### config.mk
export PLATFORM = sky130hd
export DESIGN_NAME = rs485_line_ctrl
export DESIGN_NICKNAME = d
export VERILOG_FILES = /design/src/verilog/rs485_pkg.sv /design/src/verilog/rs485_line_ctrl.sv /design/src/verilog/sample_tick_gen.sv
export SDC_FILE = /design/constraint.sdc
export NUM_CORES = 1
export LEC_CHECK = 0
export ABC_CLOCK_PERIOD_IN_PS = 4100
export BUFFER_PORTS_ARGS = -buffer_cell sky130_fd_sc_hd__buf_2
export CAP_MARGIN = 15
export CORE_MARGIN = 2
export CORE_UTILIZATION = 45
export DETAILED_ROUTE_END_ITERATION = 10
export PLACE_DENSITY = 0.62
export SLEW_MARGIN = 20
export SYNTH_ARGS = -nofsm -noshare
export SYNTH_HDL_FRONTEND = slang
export SYNTH_SLANG_ARGS = --single-unit
### constraint.sdc
create_clock -name clk -period 4.1 [get_ports clk]
set_input_delay 0.205 -clock clk [delete_from_list [all_inputs] [get_ports clk]]
set_output_delay 0.205 -clock clk [all_outputs]
set_load 0.1 [all_outputs]
### src/verilog/rs485_pkg.sv
/*
  Shared constants and types for the RS-422/485 line control block.
  Assumes a single 20 MHz clock and a host that supplies the configuration
  levels and transmit bytes on the same clock.
*/
// Notes on behaviour
// [RQ1] Bit timing from a 14.7456 MHz reference.
// [RQ2] Line rate is 921.6 kbps over divisor.
// [RQ3] Legacy software requests one eighth the rate; the divisor here acts on the 14.7456 MHz reference, REF_RATIO unused.
// [RQ4] Switch selects 422, 485 four-wire, 485 two-wire.
// [RQ5] Two-wire mode drops own echoed characters.
// [RQ6] Only one node drives the shared bus.
// [RQ7] Automatic enable wraps each transmission tightly; drv_en here rises one clock after the start bit begins.
// [RQ8] RTS source enables driver only while asserted.
// [RQ9] DTR source gates the driver by DTR.
// [RQ10] Two-wire is half duplex, four-wire full.
// [RQ11] Sixteen samples per bit time.
package rs485_pkg;

  localparam int unsigned CLK_HZ = 20000000;
  localparam int unsigned REF_HZ = 14745600;
  localparam int unsigned LEGACY_REF_HZ = 1843200;
  localparam int unsigned REF_RATIO = REF_HZ / LEGACY_REF_HZ;
  // The accumulator must hold the sum just before the wrap without overflow.
  localparam int ACC_W = 26;
  localparam logic [ACC_W-1:0] ACC_MOD = ACC_W'(CLK_HZ);
  localparam logic [ACC_W-1:0] ACC_INC = ACC_W'(REF_HZ);
  localparam logic [ACC_W-1:0] ACC_RST = 26'h0;

  localparam int DIV_W = 16;
  localparam logic [DIV_W-1:0] DIV_RST = 16'h0060;
  localparam logic [DIV_W-1:0] DIV_ONE = 16'h0001;

  localparam int SMP_W = 4;
  localparam logic [SMP_W-1:0] SMP_LAST = 4'hf;
  localparam logic [SMP_W-1:0] SMP_MID = 4'h7;
  localparam int BIT_W = 3;
  localparam logic [BIT_W-1:0] BIT_LAST = 3'h7;

  localparam logic [2:0] SW_RS422 = 3'h0;
  localparam logic [2:0] SW_RS485_4W = 3'h3;
  localparam logic [2:0] SW_RS485_2W = 3'h6;

  typedef enum logic [1:0] {
    MODE_RS422 = 2'h0,
    MODE_RS485_4W = 2'h1,
    MODE_RS485_2W = 2'h2,
    MODE_INVALID = 2'h3
  } line_mode_t;

  typedef enum logic [1:0] {
    EN_AUTO = 2'h0,
    EN_RTS = 2'h1,
    EN_DTR = 2'h2
  } enable_src_t;

  typedef enum logic [3:0] {
    TX_IDLE = 4'h1,
    TX_START = 4'h2,
    TX_DATA = 4'h4,
    TX_STOP = 4'h8
  } tx_state_t;

  typedef enum logic [3:0] {
    RX_IDLE = 4'h1,
    RX_START = 4'h2,
    RX_DATA = 4'h4,
    RX_STOP = 4'h8
  } rx_state_t;

  typedef struct packed {
    logic valid;
    logic [7:0] data;
  } tx_beat_t;

  typedef struct packed {
    logic valid;
    logic frame_err;
    logic [7:0] data;
  } rx_beat_t;

endpackage : rs485_pkg

### src/verilog/rs485_line_ctrl.sv
/*
  Serial line side of a single-port RS-422/485 adapter: 8N1 transmitter and
  receiver, line mode decode, driver enable selection and echo suppression.
  Assumes host controls on the same clock; only the receive pin is foreign.
*/
`timescale 1ns/1ps
module rs485_line_ctrl
  import rs485_pkg::*;
(
  input wire logic clk,
  input wire logic nrst,
  input wire logic [2:0] line_mode_switch,
  input wire logic [1:0] enable_src,
  input wire logic rts,
  input wire logic dtr,
  input wire logic [DIV_W-1:0] divisor,
  input wire tx_beat_t tx_in,
  output logic tx_ready,
  output rx_beat_t rx_out,
  input wire logic rx_pin,
  output logic tx_pin,
  output logic drv_en,
  output line_mode_t line_mode
);

  logic tick;
  logic rx_meta_r;
  logic rx_sync_r;
  tx_state_t tx_state_r;
  logic [SMP_W-1:0] tx_smp_r;
  logic [BIT_W-1:0] tx_bit_r;
  logic [7:0] tx_shift_r;
  rx_state_t rx_state_r;
  logic [SMP_W-1:0] rx_smp_r;
  logic [BIT_W-1:0] rx_bit_r;
  logic [7:0] rx_shift_r;
  logic echo_r;
  logic drive_src;
  logic drv_en_nxt;
  line_mode_t line_mode_nxt;

  // [RQ11] Sixteen ticks per bit.
  sample_tick_gen sample_tick_gen_i (
    .clk(clk),
    .nrst(nrst),
    .divisor(divisor),
    .sample_tick(tick)
  );

  always_ff @(posedge clk or negedge nrst) begin
    if (!nrst) begin
      rx_meta_r <= 1'b1;
      rx_sync_r <= 1'b1;
    end else begin
      rx_meta_r <= rx_pin;
      rx_sync_r <= rx_meta_r;
    end
  end

  // [RQ4] Switch decode.
  always_comb begin
    unique case (line_mode_switch)
      SW_RS422: line_mode_nxt = MODE_RS422;
      SW_RS485_4W: line_mode_nxt = MODE_RS485_4W;
      SW_RS485_2W: line_mode_nxt = MODE_RS485_2W;
      default: line_mode_nxt = MODE_INVALID;
    endcase
  end

  always_ff @(posedge clk or negedge nrst) begin
    if (!nrst) begin
      line_mode <= MODE_INVALID;
    end else begin
      line_mode <= line_mode_nxt;
    end
  end

  always_comb begin
    unique case (enable_src)
      // [RQ7] Automatic enable from transmitter.
      EN_AUTO: drive_src = (tx_state_r != TX_IDLE);
      // [RQ8] RTS gates driver.
      EN_RTS: drive_src = rts;
      // [RQ9] DTR gates driver.
      EN_DTR: drive_src = dtr;
      default: drive_src = 1'b0;
    endcase
  end

  // [RQ6] Release bus unless selected.
  always_comb begin
    unique case (line_mode_nxt)
      MODE_RS422: drv_en_nxt = 1'b1;
      MODE_RS485_4W: drv_en_nxt = drive_src;
      MODE_RS485_2W: drv_en_nxt = drive_src;
      default: drv_en_nxt = 1'b0;
    endcase
  end

  always_ff @(posedge clk or negedge nrst) begin
    if (!nrst) begin
      drv_en <= 1'b0;
    end else begin
      drv_en <= drv_en_nxt;
    end
  end

  // Transmitter: the start bit begins at once, later bits last 16 ticks.
  always_ff @(posedge clk or negedge nrst) begin
    if (!nrst) begin
      tx_state_r <= TX_IDLE;
      tx_smp_r <= '0;
      tx_bit_r <= '0;
      tx_shift_r <= '0;
      tx_pin <= 1'b1;
      tx_ready <= 1'b1;
    end else begin
      unique case (tx_state_r)
        TX_IDLE: begin
          if (tx_in.valid) begin
            tx_shift_r <= tx_in.data;
            tx_pin <= 1'b0;
            tx_ready <= 1'b0;
            tx_smp_r <= '0;
            tx_state_r <= TX_START;
          end
        end
        TX_START: begin
          if (tick) begin
            tx_smp_r <= tx_smp_r + 1'b1;
            if (tx_smp_r == SMP_LAST) begin
              tx_pin <= tx_shift_r[0];
              tx_shift_r <= {1'b0, tx_shift_r[7:1]};
              tx_bit_r <= '0;
              tx_state_r <= TX_DATA;
            end
          end
        end
        TX_DATA: begin
          if (tick) begin
            tx_smp_r <= tx_smp_r + 1'b1;
            if (tx_smp_r == SMP_LAST) begin
              tx_bit_r <= tx_bit_r + 1'b1;
              if (tx_bit_r == BIT_LAST) begin
                tx_pin <= 1'b1;
                tx_state_r <= TX_STOP;
              end else begin
                tx_pin <= tx_shift_r[0];
                tx_shift_r <= {1'b0, tx_shift_r[7:1]};
              end
            end
          end
        end
        TX_STOP: begin
          if (tick) begin
            tx_smp_r <= tx_smp_r + 1'b1;
            if (tx_smp_r == SMP_LAST) begin
              tx_ready <= 1'b1;
              tx_state_r <= TX_IDLE;
            end
          end
        end
      endcase
    end
  end

  // Receiver: start edge checked at mid bit, then sampled every 16 ticks.
  always_ff @(posedge clk or negedge nrst) begin
    if (!nrst) begin
      rx_state_r <= RX_IDLE;
      rx_smp_r <= '0;
      rx_bit_r <= '0;
      rx_shift_r <= '0;
      echo_r <= 1'b0;
      rx_out <= '0;
    end else begin
      rx_out.valid <= 1'b0;
      unique case (rx_state_r)
        RX_IDLE: begin
          if (tick && !rx_sync_r) begin
            rx_smp_r <= '0;
            // [RQ5] Mark characters heard while driving.
            // [RQ10] Four-wire keeps full duplex.
            echo_r <= (line_mode == MODE_RS485_2W) &&
                      (drv_en || tx_state_r != TX_IDLE);
            rx_state_r <= RX_START;
          end
        end
        RX_START: begin
          if (tick) begin
            rx_smp_r <= rx_smp_r + 1'b1;
            if (rx_smp_r == SMP_MID) begin
              rx_smp_r <= '0;
              rx_bit_r <= '0;
              rx_state_r <= rx_sync_r ? RX_IDLE : RX_DATA;
            end
          end
        end
        RX_DATA: begin
          if (tick) begin
            rx_smp_r <= rx_smp_r + 1'b1;
            if (rx_smp_r == SMP_LAST) begin
              rx_shift_r <= {rx_sync_r, rx_shift_r[7:1]};
              rx_bit_r <= rx_bit_r + 1'b1;
              if (rx_bit_r == BIT_LAST) begin
                rx_state_r <= RX_STOP;
              end
            end
          end
        end
        RX_STOP: begin
          if (tick) begin
            rx_smp_r <= rx_smp_r + 1'b1;
            if (rx_smp_r == SMP_LAST) begin
              // [RQ5] Drop echoed characters.
              rx_out.valid <= !echo_r;
              rx_out.frame_err <= !rx_sync_r;
              rx_out.data <= rx_shift_r;
              rx_state_r <= RX_IDLE;
            end
          end
        end
      endcase
    end
  end

endmodule : rs485_line_ctrl

### src/verilog/sample_tick_gen.sv
/*
  Sample tick generator: a phase accumulator recreates the reference rate
  from the system clock, and a counter divides it by the baud divisor.
  Assumes the divisor is a level on the system clock.
*/
`timescale 1ns/1ps
module sample_tick_gen
  import rs485_pkg::*;
(
  input wire logic clk,
  input wire logic nrst,
  input wire logic [DIV_W-1:0] divisor,
  output logic sample_tick
);

  logic [ACC_W-1:0] acc_r;
  logic [ACC_W-1:0] acc_sum;
  logic ref_en_r;
  logic [DIV_W-1:0] div_cnt_r;
  logic [DIV_W-1:0] div_eff;

  assign acc_sum = acc_r + ACC_INC;
  // A zero divisor behaves as one so the line never stalls.
  assign div_eff = (divisor == '0) ? DIV_ONE : divisor;

  // [RQ1] Reference rate synthesis.
  always_ff @(posedge clk or negedge nrst) begin
    if (!nrst) begin
      acc_r <= ACC_RST;
      ref_en_r <= 1'b0;
    end else if (acc_sum >= ACC_MOD) begin
      acc_r <= acc_sum - ACC_MOD;
      ref_en_r <= 1'b1;
    end else begin
      acc_r <= acc_sum;
      ref_en_r <= 1'b0;
    end
  end

  // [RQ2] Divide by divisor.
  always_ff @(posedge clk or negedge nrst) begin
    if (!nrst) begin
      div_cnt_r <= '0;
      sample_tick <= 1'b0;
    end else if (ref_en_r) begin
      if (div_cnt_r + DIV_ONE >= div_eff) begin
        div_cnt_r <= '0;
        sample_tick <= 1'b1;
      end else begin
        div_cnt_r <= div_cnt_r + DIV_ONE;
        sample_tick <= 1'b0;
      end
    end else begin
      sample_tick <= 1'b0;
    end
  end

endmodule : sample_tick_gen

==> impl_metrics.tcl <==
set metrics [dict create \
    syn_avg_cell_area_um2 9.57 \
    vias 4293 \
    drc 0 \
    postSynth.asyncResetShare_pct 100 \
    cts_buffer_depth 2 \
    yosysTopAreaCell "dfrtp_1" \
    gp_congestion 0.821 \
    numPortBuffers 49 \
    clkTransAtPathRegs_ps 70 \
    ir_drop_uv 272 \
    clock-sinks 92 \
    cts_setup_buffers 0 \
    die_width_um 116 \
    power.density_nw_per_um2 487 \
    grt_max_degree 63 \
    clk_latency_ps 340 \
    cpPeakStageDelay_ps 430 \
    start_util_pct 46.4 \
    finalHoldViolCount 0 \
    synthFlopType "dfrtp_1" \
    area_growth_pct 12.1 \
    setup_tns_ps 0 \
    clockRootBuffer "clkbuf_16" \
    synthAdderAreaFrac_pct 6.01 \
    wl_per_cell_um 13.4 \
    synth-simple-area-share_pct 18.6 \
    antenna_found_initial 0 \
    nets 692 \
    path_delay_family "compound AO/OA/AOI/OAI gates" \
    worstPathRequired_ps 4350 \
    setup_viol 0 \
    synth_xor_area_share_pct 7.01 \
    cp_max_fo 7 \
    arrival_ps 3880 \
    grt_pass1_wl_um 18700 \
    netlist_instances 587 \
    synth_top_family_by_area "simple AND/OR/NAND/NOR gates" \
    postRouteAntennaNets 0 \
    rows 40 \
    timing.fmax_ghz 0.275 \
    cp_common_cell "o21ai_0" \
    timing.hold.ws_ps 115 \
    maxSlewHeadroom_pct 41.9 \
    placed_area_um2 5980 \
    gr-total-overflow 0 \
    via_per_inst 5.35 \
    critPathLaunchType "register" \
    synth-edff-count 0 \
    dr.first_iter.drc_count 284 \
    place_worst_setup_slack_ps 398 \
    crit_slowest_cell "dfrtp_1" \
    finalCriticalPeriod_ps 3640 \
    routed_wirelength_um 10800 \
    drv_cap 0 \
    antennaDiodeCount 0 \
    critical_path_class "reg2reg" \
    firstDrtPassIters 4 \
    crit_chain "nand4_1, nor4_1, buf_4, and3_1, nand3_1, xnor2_1, ha_1, a221oi_1, o21ai_0, a2111o_1, a41oi_2, o21ai_0, o221ai_1" \
    io_pins 50 \
    synth_most_common_cell "dfrtp_1" \
    yosys_warnings 0 \
    cts_buffers 9 \
    tritoncts "yes" \
    min_period_over_period_pct 88.7 \
    end_kind "register" \
    status "finished, final reports clean" \
    yosys.area.top_type_share_pct 37.4 \
    fin_area_um2 6300 \
    synth-compound-area-share_pct 15.6 \
    fin_skew_ps 5.36 \
    worst_slew_pin_slew_ps 871 \
    yosys-top-cells-count "dfrtp_1, nand2_1, inv_1" \
    syn-num-nets 649 \
    worst-path-buf-inv 1 \
    synthMuxAreaShare_pct 6.32 \
    ys_ff_latch 92 \
    rsz0062_at_grt "false" \
    die_h_um 116 \
    fin_ws_ps 465 \
    hp-class "in2reg" \
    layout-drive-gt1-share_pct 19.2 \
    synth_area_um2 5620 \
    grt_usage_pct 17.4 \
    leakage_nw 2.86 \
    dieArea_um2 13400 \
    ys_top_cells_by_area "dfrtp_1, ha_1, xnor2_1" \
    htreeDepth 3 \
    power.total_w 0.00307 \
    ys_seq_area_share_pct 41.1 \
    post-dp-hpwl_um 7990 \
    synth.distinct_cells 74 \
    grt_pass1_vias 4169 \
    core_region_area_um2 12100 \
    slew_violations 0 \
]
[metal layers]
metal,global-route usage [%],part of all wire (%),up-vias
met5,0,0,-
met4,5.00,0.97,0
met3,4.60,2.3,6
met2,29.0,49,49
met1,22.6,48,2051
li1,-,-,2187
[path summary, 6_finish.rpt]
kind | slack, ps | startpoint | cells past startpoint | endpoint
setup / recovery | 460 | sample_tick_gen_i.div_cnt_r[0] | 13 | sample_tick_gen_i.div_cnt_r[10]
hold / removal | 120 | line_mode_switch[0] | 2 | drv_en
setup reg to reg | 460 | sample_tick_gen_i.div_cnt_r[0] | 13 | sample_tick_gen_i.div_cnt_r[10]
hold reg to reg | 360 | rx_meta_r | 0 | rx_sync_r
max in group asynchronous | 2680 | nrst | 3 | tx_pin
min in group asynchronous | 490 | nrst | 2 | rx_out[2]
[flip-flops by register name, summed over array words and instances (netlist names), 2 cells and up]
register and flops:
tx_state_r 4, sample_tick_gen_i.acc_r 18, rx_shift_r 8, rx_smp_r 4
rx_out 10, tx_shift_r 8, line_mode 2, rx_state_r 4
sample_tick_gen_i.div_cnt_r 16, rx_bit_r 3, tx_bit_r 3, tx_smp_r 4
[kinds of logic after synthesis]
| kind of cell | after synthesis |
|---|---|
| adder cells (fa/ha/maj) | 27 |
| flip-flops | 92 |
| multiplexers | 33 |
| AND/OR/NAND/NOR | 196 |
| XOR/XNOR | 39 |
| AO/OA/AOI/OAI | 131 |
| buffers and inverters | 69 |
[layout by cell type (no fill, tap or decap), types with 11 or more instances in the layout]
master,instances
mux2_2,17
buf_2,48
a21oi_1,15
o22ai_1,15
inv_1,47
o21ai_0,46
dfrtp_1,84
ha_1,27
nor2_1,35
nor3_1,16
nand2b_1,11
nand2_1,50
nand3_1,17
mux2i_1,13
xnor2_1,27
[area by class of cell]
cell class	instances	area, µm²
clock buffer	11	253
clock inverter	5	41.3
fill	1152	5810
inverter	47	176
multi-input combinational	426	3020
sequential	92	2310
tap	168	210
timing repair buffer	54	290
[power breakdown]
part / switching [W] / total [W] / internal, W
clock: 0.000358 / 0.000809 / 0.000451
sequential: 0.000171 / 0.00122 / 0.00105
combinational: 0.000613 / 0.00105 / 0.000433
total: 0.00114 / 0.00307 / 0.00193
[metrics by stage]
step / util, % / instances
6_report: 52.0 / 803
5_1_grt: 52.0 / 803
4_1_cts: 52.0 / 803
3_5_place_dp: 49.4 / 785
3_3_place_gp: 49.4 / 785
2_1_floorplan: - / 587
[timing repair]
action                                 4_1_cts  5_1_grt
endpoints found under the hold margin       59        0
resized for setup                            0        1
hold buffers                                 2        0
setup endpoints to repair                    0        3
Power figures use the tool's default switching activity.
